==> src/hw/supply_mode_pkg.sv <==
// Package with mode encodings, timing constants and frame layout for the supply mode machine.
package supply_mode_pkg;

  // ****************************************
  // Mode encodings
  // ****************************************
  typedef enum logic [2:0] {
    mode_init      = 3'b000,
    mode_normal    = 3'b001,
    mode_stop      = 3'b010,
    mode_sleep     = 3'b011,
    mode_restart   = 3'b100,
    mode_fail_safe = 3'b101
  } mode_type;

  localparam int unsigned MODE_COUNT = 6;

  // ****************************************
  // Mode field values written by the host
  // ****************************************
  localparam logic [1:0] REQ_NORMAL = 2'h0;
  localparam logic [1:0] REQ_SLEEP  = 2'h1;
  localparam logic [1:0] REQ_STOP   = 2'h2;
  localparam logic [1:0] REQ_RESET  = 2'h3;

  // ****************************************
  // Frame layout
  // ****************************************
  localparam int unsigned FRAME_BITS     = 16;
  localparam int unsigned FRAME_MODE_LSB = 14;
  localparam int unsigned FRAME_MODE_MSB = 15;
  localparam int unsigned FRAME_WRITE    = 7;
  localparam logic [6:0]  MODE_CTRL_ADDR = 7'h01;
  localparam logic [2:0]  MODE_FIELD_RESET = 3'h0;

  // ****************************************
  // Timing
  // ****************************************
  localparam int unsigned CLOCK_HZ             = 50_000_000;
  localparam int unsigned RESTART_DELAY_US     = 10;
  localparam int unsigned RESTART_DELAY_CYCLES =
    (RESTART_DELAY_US * (CLOCK_HZ / 1_000_000) > 0) ?
    RESTART_DELAY_US * (CLOCK_HZ / 1_000_000) : 1;

endpackage : supply_mode_pkg

==> src/hw/delay_timer.sv <==
// Restart delay timer that raises done after a run of enabled cycles.
`timescale 1ns/100ps
module delay_timer
  #(parameter int unsigned CYCLES = 500)
  (
  // Clock and reset
  input  wire logic clk,
  input  wire logic reset,
  // Control
  input  wire logic run,
  // Status
  output logic      done
  );

  localparam int unsigned WIDTH = $clog2(CYCLES + 1);

  logic [WIDTH-1:0] count;

  if (CYCLES < 1) begin : cycles_check
    $error("delay_timer needs at least one cycle");
  end

  // ****************************************
  // Counter
  // ****************************************
  always_ff @(posedge clk) begin
    if (reset || !run) begin
      count <= '0;
      done  <= 1'b0;
    end else if (count == WIDTH'(CYCLES - 1)) begin
      done <= 1'b1;
    end else begin
      count <= count + WIDTH'(1);
    end
  end

endmodule : delay_timer

==> src/hw/supply_mode_state_machine.sv <==
// Operating mode state machine sequencing init, normal, stop, sleep, restart and fail-safe.
//
// Contract
// - Six modes exist: init, normal, stop, sleep, restart, fail-safe.
// - Init is entered at power-up and on a soft reset request.
// - Stop keeps the main regulator output enabled.
// - Sleep disables the main regulator output.
// - A wake in sleep, or in fail-safe with overtemperature cleared, leads to restart.
// - Watchdog failure or regulator undervoltage in normal or stop leads to restart.
// - Restart drives reset to the microcontroller.
// - Restart moves to normal after the delay once failures clear.
// - Level two thermal shutdown or regulator short leads to fail-safe.
// - Fail-safe keeps regulator off and holds without leaving alone.
// - Fail-safe exits only on wake with overtemperature cleared.
// - Development mode halts the watchdog counter.
// - Strap held low during init selects development mode.
// - Development mode still reaches every operating mode.
// - Host talks through sixteen-bit frames.
// - Mode field clears when passing through restart.
// - Mode field reads back the current mode.
// - Any frame in init after the delay has run out moves to normal.
// - Stop to sleep request flags a command error and restarts.
// - Init releases reset after the delay once regulator is above threshold.
`timescale 1ns/100ps
module supply_mode_state_machine
  import supply_mode_pkg::*;
  #(parameter int unsigned RESTART_CYCLES = RESTART_DELAY_CYCLES)
  (
  // Clock and reset
  input  wire logic        clk,
  input  wire logic        reset,
  // Host frame port
  input  wire logic        frame_valid,
  input  wire logic [15:0] frame_data,
  // Supervision inputs
  input  wire logic        wake_event,
  input  wire logic        watchdog_fail,
  input  wire logic        regulator_undervoltage,
  input  wire logic        regulator_above_threshold,
  input  wire logic        thermal_shutdown_level_two,
  input  wire logic        regulator_short,
  input  wire logic        overtemperature,
  input  wire logic        strap_low,
  // Outputs
  output mode_type         mode,
  output logic [2:0]       mode_field,
  output logic             main_regulator_output,
  output logic             mcu_reset_n,
  output logic             development_mode,
  output logic             watchdog_halt,
  output logic             command_error
  );

  mode_type   next_mode;
  logic       delay_run;
  logic       delay_done;
  logic       is_write;
  logic [1:0] req;
  logic       failure;
  logic       critical;

  // ****************************************
  // Elaboration check
  // ****************************************
  if (RESTART_CYCLES < 1) begin : cycles_check
    $error("RESTART_CYCLES must be at least one");
  end

  // ****************************************
  // Frame decode
  // ****************************************
  function automatic logic mode_write(input logic [15:0] f);
    return f[FRAME_WRITE] && (f[FRAME_WRITE-1:0] == MODE_CTRL_ADDR);
  endfunction : mode_write

  assign is_write = frame_valid && mode_write(frame_data);
  assign req      = frame_data[FRAME_MODE_MSB:FRAME_MODE_LSB];
  assign failure  = watchdog_fail || regulator_undervoltage;
  assign critical = thermal_shutdown_level_two || regulator_short;

  // ****************************************
  // Restart delay timer
  // ****************************************
  assign delay_run = (mode == mode_restart && !failure)
                   || (mode == mode_init && regulator_above_threshold);

  delay_timer #(.CYCLES(RESTART_CYCLES)) restart_timer (
    .clk   (clk),
    .reset (reset),
    .run   (delay_run),
    .done  (delay_done)
  );

  // ****************************************
  // Next mode
  // ****************************************
  always_comb begin
    next_mode = mode;
    case (mode)
      mode_init: begin
        if (frame_valid && delay_done) begin
          next_mode = mode_normal;
        end
      end
      mode_normal: begin
        if (is_write) begin
          case (req)
            REQ_STOP:  next_mode = mode_stop;
            REQ_SLEEP: next_mode = mode_sleep;
            REQ_RESET: next_mode = mode_init;
            default:   next_mode = mode;
          endcase
        end
      end
      mode_stop: begin
        if (is_write) begin
          case (req)
            REQ_NORMAL: next_mode = mode_normal;
            REQ_SLEEP:  next_mode = mode_restart;
            REQ_RESET:  next_mode = mode_init;
            default:    next_mode = mode;
          endcase
        end
      end
      mode_sleep: begin
        if (wake_event) begin
          next_mode = mode_restart;
        end
      end
      mode_restart: begin
        if (delay_done && !failure) begin
          next_mode = mode_normal;
        end
      end
      mode_fail_safe: begin
        if (wake_event && !overtemperature) begin
          next_mode = mode_restart;
        end
      end
      default: next_mode = mode_init;
    endcase
    if (critical) begin
      next_mode = mode_fail_safe;
    end else if (failure && (mode == mode_normal || mode == mode_stop)) begin
      next_mode = mode_restart;
    end
  end

  // ****************************************
  // Mode register
  // ****************************************
  always_ff @(posedge clk) begin
    if (reset) begin
      mode <= mode_init;
    end else begin
      mode <= next_mode;
    end
  end

  // ****************************************
  // Mode field read back
  // ****************************************
  always_ff @(posedge clk) begin
    if (reset) begin
      mode_field <= MODE_FIELD_RESET;
    end else if (next_mode == mode_restart) begin
      mode_field <= MODE_FIELD_RESET;
    end else begin
      mode_field <= next_mode;
    end
  end

  // ****************************************
  // Supply and reset outputs
  // ****************************************
  always_ff @(posedge clk) begin
    if (reset) begin
      main_regulator_output <= 1'b1;
      mcu_reset_n           <= 1'b0;
    end else begin
      main_regulator_output <= !(next_mode == mode_sleep
                                || next_mode == mode_fail_safe);
      mcu_reset_n <= !(next_mode == mode_restart
                      || (next_mode == mode_init && !delay_done));
    end
  end

  // ****************************************
  // Development mode
  // ****************************************
  always_ff @(posedge clk) begin
    if (reset) begin
      development_mode <= 1'b0;
      watchdog_halt    <= 1'b0;
    end else begin
      if (mode == mode_init) begin
        development_mode <= strap_low;
      end
      watchdog_halt <= (mode == mode_init) ? strap_low : development_mode;
    end
  end

  // ****************************************
  // Command error flag
  // ****************************************
  always_ff @(posedge clk) begin
    if (reset) begin
      command_error <= 1'b0;
    end else if (mode == mode_stop && is_write && req == REQ_SLEEP) begin
      command_error <= 1'b1;
    end else if (is_write && mode == mode_normal) begin
      command_error <= 1'b0;
    end
  end
endmodule : supply_mode_state_machine

==> config.mk <==
export PLATFORM = sky130hd
export DESIGN_NAME = supply_mode_state_machine
export DESIGN_NICKNAME = d
export VERILOG_FILES = /design/src/hw/supply_mode_pkg.sv /design/src/hw/delay_timer.sv /design/src/hw/supply_mode_state_machine.sv
export SDC_FILE = /design/constraint.sdc
export NUM_CORES = 1
export LEC_CHECK = 0
export BUFFER_PORTS_ARGS = -buffer_cell sky130_fd_sc_hd__buf_2
export CORE_MARGIN = 2
export CORE_UTILIZATION = 40
export CTS_CLUSTER_SIZE = 14
export DETAILED_ROUTE_END_ITERATION = 10
export GPL_ROUTABILITY_DRIVEN = 1
export GPL_TIMING_DRIVEN = 0
export PLACE_DENSITY = 0.66
export SETUP_SLACK_MARGIN = 0.4
export SYNTH_ARGS = -nofsm -noshare
export SYNTH_HDL_FRONTEND = slang
export SYNTH_SLANG_ARGS = --single-unit
==> constraint.sdc <==
create_clock -name clk -period 2.42 [get_ports clk]
set_input_delay 0.484 -clock clk [delete_from_list [all_inputs] [get_ports clk]]
set_output_delay 0.484 -clock clk [all_outputs]
set_load 0.01 [all_outputs]
==> results.cfg, run 1 <==
[placement]
place.gp.congestion = 0.812
port_buffers = 30
place_hpwl_mm = 1.89

[worst_hold_path]
hold_path_class = in -> reg

[synth]
muxShareOfSynthArea_pct = 1.78
syn_inst = 125
synthDistinctLibCells = 43
syn_avg_cell_area_um2 = 9.02
synth_top_family_by_area = simple AND/OR/NAND/NOR gates
syn-num-nets = 157
synth-adder-area-share_pct = 5.55
yosys_warnings = 0
synth_seq_cells = 20
synth_compound_area_share_pct = 16.8
synth-xor-area-share_pct = 4.66
synth_ff_type = dfxtp_1
syn-cell-area_um2 = 1130
synth_edf_count = 0
synth-simple-area-share_pct = 32.4
async_reset_ff_share_pct = 0
ys_seq_area_share_pct = 35.5

[floorplan]
die_area_um2 = 3260
die_w_um = 57.1
coreArea_um2 = 2710
io_pins = 38
initial_core_util_pct = 41.6
row_count = 19
die_h_um = 57.1

[pwr]
ir_worst_vdd_mv = 0.569
powerDensity_nw_per_um2 = 459
switchingPower_mw = 0.158
pwr-share-comb_pct = 16.6
p_int_mw = 0.481
clkPwrFrac_pct = 29.5
p_seq_share_pct = 53.9
power.leakage_nw = 0.565
power.total_mw = 0.639
switching_share_pct = 24.7

[clocking]
clock_latency_ns = 0.29
cts_tree = built
cts.sinks = 20
clock-root-buffer = clkbuf_4
cts-buffers-inserted = 3
h-tree-depth = 1
clk_path_buf_depth = 2
hold_buffers = 0
clk_pin_slew_ns = 0.11

[sta]
tightest_slew_ns = 0.702
finalCritPeriodShare_pct = 81.4
max_freq_mhz = 508
finalClockSkew_ns = 0.00122
rsz0062_at_grt = yes
hold_violations = 0
finalCriticalPeriod_ns = 1.97
finalMaxSlewViolations = 0
setup_violations = 0
slew_headroom_pct = 53.0
tns_ns = 0

[final_layout]
utilization_pct = 51.4
sequential_cell_area_um2 = 400
antenna_cells = 0
layout-drive-gt1-share_pct = 31.1
areaGrowthSynthToFinish_pct = 23.5
final_common_cell = buf_2
multi_input_area_um2 = 711
fillers = 269
mostFrequentLayoutCells = buf_2 (30), dfxtp_1 (20), nor2_1 (15)
final_nets = 194

[grt]
grt_pass1_wl_mm = 4.11
grt_pass1_vias = 1024
antenna_found_initial = 0
grt_remaining_overflow = 0
track_usage_pct = 15.3
grt_max_degree = 12

[route]
drt_first_iter_violations = 21
drt_first_pass_iters = 4
via_per_inst = 5.32
wl_per_cell_um = 12.4
num_vias = 1021
ant_nets = 0
drc_errors = 0
wirelength_mm = 2.38

[setup_path]
crit_required_ns = 2.61
worstPathArrival_ns = 2.16
startpoint_type = input port
end_kind = flop
crit_type = in -> reg
cp_max_fo = 3

[run]
max-cap-violations = 0

[outcome]
status = complete, no violations
-- kinds of logic after synthesis --
logic type / count (synthesis)
AO/OA/AOI/OAI: 26
multiplexers: 2
adder cells (fa/ha/maj): 5
XOR/XNOR: 6
AND/OR/NAND/NOR: 57
buffers and inverters: 9
flip-flops: 20
-- layout make-up --
| class | instances | area share (%) |
|---|---|---|
| Timing Repair Buffer | 32 | 11.9 |
| Tap cell | 31 | 2.79 |
| Buffer | 5 | 1.89 |
| Sequential cell | 20 | 28.8 |
| Clock buffer | 4 | 2.61 |
| Inverter | 4 | 1.08 |
| Multi-Input combinational cell | 96 | 51.0 |
-- path summary, 6_finish.rpt --
kind / cells after the start / end / from / slack, ns
worst min-delay path: 3 / watchdog_halt / strap_low / 0.42
worst max-delay path: 6 / mcu_reset_n / frame_data[2] / 0.45
worst min register to register: 2 / command_error / command_error / 0.50
worst max register to register: 6 / main_regulator_output / mode[0] / 0.50
-- state kept, by name, indices dropped and copies added (netlist names) --
signal                 flops
watchdog_halt              1
main_regulator_output      1
mode                       3
mcu_reset_n                1
mode_field                 3
restart_timer.done         1
restart_timer.count        9
command_error              1
-- routing by layer --
metal	part of all wire, %	GRT usage, %	up-vias
li1	-	-	531
met1	44	16.4	468
met2	51	29.7	20
met3	4.8	4.08	2
met4	0.34	3.32	0
met5	0	0	-
-- Yosys cell counts, types with 3 or more instances --
| master | number | area share [%] |
|---|---|---|
| dfxtp_1 | 20 | 36 |
| nor2_1 | 15 | 5.0 |
| a21oi_1 | 5 | 2.2 |
| ha_1 | 5 | 5.5 |
| nand2_1 | 5 | 1.7 |
| nand2b_1 | 5 | 2.8 |
| o21ai_0 | 5 | 2.2 |
| xor2_1 | 5 | 3.9 |
| inv_1 | 4 | 1.3 |
| a211oi_1 | 3 | 2.0 |
| clkbuf_1 | 3 | 1.0 |
| nand4_1 | 3 | 1.7 |
| nor2b_1 | 3 | 1.7 |
| nor3_1 | 3 | 1.3 |
| nor3b_1 | 3 | 2.0 |
| nor4b_1 | 3 | 2.3 |
| or2_2 | 3 | 1.7 |
-- per-stage QoR --
step | cells | hold WS, ns | cell area, um^2 | setup slack, ns
final | 192 | 0.422 | 1390 | 0.451
after global routing | 192 | 0.436 | 1390 | 0.398
after CTS | 190 | 0.418 | 1370 | 0.410
after detailed placement | 186 | 0.486 | 1320 | 0.0803
after global placement | 186 | 0.469 | 1320 | 0.0947
after floorplan | 125 | 0.458 | 1130 | 0.353
-- critical path, cell delays in order --
cell     delay (ns)
buf_2          0.11
nor4_4         0.32
nand4_2        0.16
o311a_1        0.36
o41a_1         0.39
a311o_1        0.32
-- what timing repair did --
item | 4_1_cts | 5_1_grt
gates resized for setup | 4 | 3
endpoints found under the setup margin | 3 | 3
pin swaps | 0 | 1
setup buffers | 0 | 2
-- power by group through the flow --
stage | combinational, mW | clock (mW) | sequential (mW)
finish | 0.106 | 0.189 | 0.344
global route | 0.117 | 0.209 | 0.346
CTS | 0.105 | 0.198 | 0.345
global placement | 0.100 | 0 | 0.352
detailed placement | 0.103 | 0 | 0.352
floorplan | 0.0558 | 0 | 0.356
Note: power is estimated with default switching activity, not from simulation.
==> run 2: changes to the inputs <==
--- a/config.mk
+++ b/config.mk
@@ -12,7 +12,7 @@
 export DETAILED_ROUTE_END_ITERATION = 10
 export GPL_ROUTABILITY_DRIVEN = 1
 export GPL_TIMING_DRIVEN = 0
-export PLACE_DENSITY = 0.66
+export PLACE_DENSITY = 0.68
 export SETUP_SLACK_MARGIN = 0.4
 export SYNTH_ARGS = -nofsm -noshare
 export SYNTH_HDL_FRONTEND = slang
==> constraint.sdc (replaced) <==
create_clock -name clk -period 1.7 [get_ports clk]
set_input_delay 0.34 -clock clk [delete_from_list [all_inputs] [get_ports clk]]
set_output_delay 0.34 -clock clk [all_outputs]
set_load 0.01 [all_outputs]
==> run 2 against run 1 <==
The run now ends with setup timing left. Sequential power is 43% higher. Non-clock buffer count is 12 higher. Sequential share of layout area is 4.4 points lower. Clock power is 48% higher. Combinational power is 95% higher. Wire length is 21% higher. Final cell count is 6.3% higher. Critical path type is now reg -> reg. Critical endpoint is now main_regulator_output. Largest cell class unchanged. Highest routed layer unchanged.
==> results.cfg, run 2 (synthesis gave the netlist of run 1 again) <==
[worst_hold_path]
holdPathEnd = watchdog_halt
hold_path_class = in -> reg
hold_start = strap_low
min_path_cells = 3

[setup_path]
crit_chain = buf_12 -> nor3b_4 -> and4_4 -> a211oi_4 -> or3b_4 -> a211o_1
startpoint_type = flop
crit_buf_inv = 1
cp_max_fo = 3
worstPathArrival_ns = 1.98
reg2reg_depth = 6
reg2reg_from = mode[2]
crit_family = simple AND/OR/NAND/NOR gates
crit_type = reg -> reg
slowest_stage = or3b_4
end_kind = flop
r2r_slack_ns = -0.07
crit_required_ns = 1.91
critPathMaxStageDelay_ns = 0.40
r2r_end = main_regulator_output
path_depth = 6

[sta]
holdWs_ns = 0.266
tns_ns = -0.125
finalCritPeriodShare_pct = 104
slew_headroom_pct = 75.2
max_freq_mhz = 565
hold_violations = 0
finalClockSkew_ns = 0.00763
finalCriticalPeriod_ns = 1.77
finalMaxSlewViolations = 0
fin_ws_ns = -0.0694
setup_violations = 2
rsz0062_at_grt = yes
tightest_slew_ns = 0.367

[clocking]
hold_buffers = 0
clock_latency_ns = 0.31
clk_pin_slew_ns = 0.11
cts.sinks = 20
h-tree-depth = 1
clock-root-buffer = clkbuf_4
cts_tree = built
clk_path_buf_depth = 2
cts-buffers-inserted = 3

[final_layout]
largest_reg_flops = 9
sequential_cell_area_um2 = 417
finalNonFillerCells = 204
final_nets = 206
antenna_cells = 0
areaGrowthSynthToFinish_pct = 51.8
layout-drive-gt1-share_pct = 53.8
top_regs = restart_timer.count x9, mode x3, mode_field x3
multi_input_area_um2 = 878
fillers = 237
regMostFlops = restart_timer.count
final_common_cell = buf_2
mostFrequentLayoutCells = buf_2 (28), buf_4 (14), dfxtp_1 (13)

[floorplan]
die_w_um = 57.1
initial_core_util_pct = 41.6
die_h_um = 57.1
io_pins = 38
coreArea_um2 = 2710
row_count = 19
die_area_um2 = 3260

[route]
num_vias = 1141
ant_nets = 0
drt_first_pass_iters = 4
wl_per_cell_um = 14.1
drt_first_iter_violations = 28
wirelength_mm = 2.88
drc_errors = 0
via_per_inst = 5.59

[grt]
track_usage_pct = 18.1
grt_max_degree = 12
grt_pass1_wl_mm = 4.70
grt_remaining_overflow = 0
antenna_found_initial = 0
grt_pass1_vias = 1155

[pwr]
power.leakage_nw = 0.690
powerDensity_nw_per_um2 = 570
ir_worst_vdd_mv = 0.704

[placement]
place_hpwl_mm = 1.96
port_buffers = 30
post-place-cells = 186
place.gp.congestion = 0.867

[outcome]
violations = setup timing
status = finished, violations left

[run]
max-cap-violations = 0
## run 2: cell types whose count changed in the layout (fill, tap and decap cells not counted), sizes merged
cell | previous run | this run
clkbuf | 7 | 5
buf | 34 | 48
## run 2: worst max path at each step
| stage | startpoint | end | slack, ns |
|---|---|---|---|
| 6_report | mode[2] | main_regulator_output | -0.07 |
| 5_1_grt | mode[2] | main_regulator_output | -0.13 |
| 4_1_cts | frame_data[6] | mcu_reset_n | -0.08 |
| 3_5_place_dp | frame_data[2] | mcu_reset_n | -0.49 |
| 3_3_place_gp | frame_data[2] | mcu_reset_n | -0.48 |
| 2_1_floorplan | frame_data[2] | mcu_reset_n | -0.22 |
## run 2: final cells by class
class / count / area share (%)
inverter: 4 / 0.877
multi-input combinational: 96 / 51.3
sequential: 20 / 24.3
tap: 31 / 2.27
buffer: 5 / 2.70
clock buffer: 4 / 2.12
timing repair buffer: 44 / 16.4
## run 2: power by group
group / internal (mW) / switching [mW] / leakage [nW]
combinational: 0.108 / 0.0988 / 0.502
clock: 0.131 / 0.148 / 0.0210
sequential: 0.481 / 0.00967 / 0.167
## run 2: layer usage
layer	share of wire [%]	global-route usage (%)	up-vias	wire length [um]
met4	2.5	6.31	0	73
li1	-	-	556	-
met1	38	18.6	542	1090
met3	5.0	4.31	10	144
met2	55	35.1	33	1570
met5	0	0	-	0
## run 2: per-stage QoR
| step | instance area (um^2) | setup slack, ns | utilization, % | total power [mW] |
|---|---|---|---|---|
| detailed placement | 1370 | -0.493 | 50.5 | 0.657 |
| floorplan | 1180 | -0.223 | - | 0.594 |
| global placement | 1370 | -0.475 | 50.5 | 0.651 |
| finish | 1710 | -0.0694 | 63.2 | 0.976 |
| global route | 1710 | -0.126 | 63.2 | 1.03 |
| CTS | 1570 | -0.0764 | 57.9 | 0.969 |
## run 2: repair_timing
| action | in CTS | in global routing |
|---|---|---|
| pin swaps | 9 | 17 |
| gates resized for setup | 21 | 25 |
| setup buffers | 9 | 5 |
| endpoints found under the setup margin | 18 | 19 |
## run 2: worst register-to-register path, stage by stage, from the launching register on
cell and delay [ns]:
dfxtp_4 0.38, buf_12 0.12, nor3b_4 0.21, and4_4 0.27
a211oi_4 0.05, or3b_4 0.40, a211o_1 0.25
==> run 3: changes to the inputs <==
--- a/config.mk
+++ b/config.mk
@@ -6,6 +6,7 @@
 export NUM_CORES = 1
 export LEC_CHECK = 0
 export BUFFER_PORTS_ARGS = -buffer_cell sky130_fd_sc_hd__buf_2
+export CORE_ASPECT_RATIO = 1.4
 export CORE_MARGIN = 2
 export CORE_UTILIZATION = 40
 export CTS_CLUSTER_SIZE = 14
==> run 3 against run 2 <==
Sequential share of layout area increased by 1.0 points. Clock skew decreased by 0.0034 ns. Global-route usage decreased by 0.39 points. Fmax increased by 0.68%. Register-to-register slack improved by 0.05 ns. Worst hold slack improved by 0.018 ns. Highest routed layer unchanged. Critical path type is now in -> reg. The run still ends with setup timing left. Via count decreased by 2.6%.
==> results.cfg, run 3 (synthesis gave the netlist of run 1 again) <==
[final_layout]
sequential_cell_area_um2 = 414
areaGrowthSynthToFinish_pct = 44.8
fillers = 245
final_nets = 202
final_area_um2 = 1630
finalNonFillerCells = 205
final_common_cell = buf_2
layout-drive-gt1-share_pct = 51.5
multi_input_area_um2 = 823
mostFrequentLayoutCells = buf_2 (28), dfxtp_1 (13), buf_4 (10)
largest_reg_flops = 9
top_regs = restart_timer.count x9, mode x3, mode_field x3
regMostFlops = restart_timer.count
antenna_cells = 0

[sta]
slew_headroom_pct = 75.3
rsz0062_at_grt = yes
finalClockSkew_ns = 0.00422
tightest_slew_ns = 0.370
finalMaxSlewViolations = 0
hold_violations = 0
finalCriticalPeriod_ns = 1.76
tns_ns = -0.105
finalCritPeriodShare_pct = 103
max_freq_mhz = 569
fin_ws_ns = -0.0574
setup_violations = 2

[setup_path]
r2r_slack_ns = -0.02
crit_type = in -> reg
r2r_end = main_regulator_output
reg2reg_from = mode[0]
crit_required_ns = 1.89
cp_max_fo = 3
crit_start = frame_data[5]
startpoint_type = input port
end_kind = flop
reg2reg_depth = 6
worstPathArrival_ns = 1.95

[route]
wl_per_cell_um = 13.2
drc_errors = 0
drt_first_iter_violations = 28
wirelength_mm = 2.72
ant_nets = 0
via_per_inst = 5.42
num_vias = 1111
drt_first_pass_iters = 4

[placement]
place_hpwl_mm = 1.96
post-place-cells = 191
port_buffers = 30
place_area_um2 = 1370
place.gp.congestion = 0.853

[clocking]
clk_path_buf_depth = 2
cts_tree = built
cts-buffers-inserted = 3
clk_pin_slew_ns = 0.11
cts.sinks = 20
clock-root-buffer = clkbuf_4
clock_latency_ns = 0.29
h-tree-depth = 1

[floorplan]
row_count = 22
die_w_um = 48.9
die_area_um2 = 3260
initial_core_util_pct = 42.7
io_pins = 38
coreArea_um2 = 2640
die_h_um = 66.8

[grt]
use_met2_pct = 36.3
grt_max_degree = 12
met3_usage_pct = 2.47
antenna_found_initial = 0
grt_remaining_overflow = 0
grtUsageMet1_pct = 17.8
grt_pass1_vias = 1132
top_usage_layer = met2
grt_pass1_wl_mm = 4.59
track_usage_pct = 17.7

[worst_hold_path]
hold_start = strap_low
hold_path_class = in -> reg
min_path_cells = 3
holdPathEnd = watchdog_halt

[outcome]
violations = setup timing
status = finished, violations left

[pwr]
ir_worst_vdd_mv = 0.446
powerDensity_nw_per_um2 = 580
power.leakage_nw = 0.664
power.total_mw = 0.948

[run]
max-cap-violations = 0
## run 3: area by class of cell
type,count,area share (%)
inverter,4,0.920
sequential,20,25.4
multi-input combinational,96,50.4
buffer,5,3.37
clock buffer,4,2.22
tap,36,2.76
timing repair buffer,40,14.9
## run 3: repair_timing
| item | 4_1_cts | 5_1_grt |
|---|---|---|
| setup endpoints to repair | 18 | 19 |
| cloned | 1 | 0 |
| gates resized for setup | 21 | 14 |
| buffers inserted | 7 | 2 |
| hold buffers | 0 | 0 |
| pin swaps | 17 | 14 |
## run 3: worst max path at each step
stage | slack, ns | cells after the start | to
after global routing | -0.11 | 6 | mcu_reset_n
final | -0.06 | 8 | main_regulator_output
after CTS | -0.05 | 6 | main_regulator_output
after global placement | -0.46 | 6 | mcu_reset_n
after floorplan | -0.22 | 5 | mcu_reset_n
after detailed placement | -0.49 | 6 | mcu_reset_n
## run 3: critical path, cell delays in order
cell      delay (ns)
buf_6           0.10
nor4_4          0.29
buf_4           0.15
buf_4           0.09
and4_2          0.22
a211oi_2        0.06
or3b_4          0.40
a211o_1         0.30
## run 3: where the power goes
part,switching [mW],internal (mW),total (mW)
registers,0.0112,0.482,0.493
clock network,0.133,0.130,0.264
logic,0.0909,0.100,0.191
## run 3: stage by stage
stage | hold slack, ns | worst slack [ns] | util, %
2_1_floorplan | 0.458 | -0.223 | -
3_3_place_gp | 0.475 | -0.461 | 52.0
3_5_place_dp | 0.493 | -0.485 | 52.0
4_1_cts | 0.277 | -0.0508 | 59.2
5_1_grt | 0.283 | -0.108 | 61.8
6_report | 0.284 | -0.0574 | 61.8
## run 3: metal layers
layer	part of all wire, %	wire length (um)
met2	57	1540
met1	38	1040
met4	0.81	22
met3	4.3	118
met5	0	0
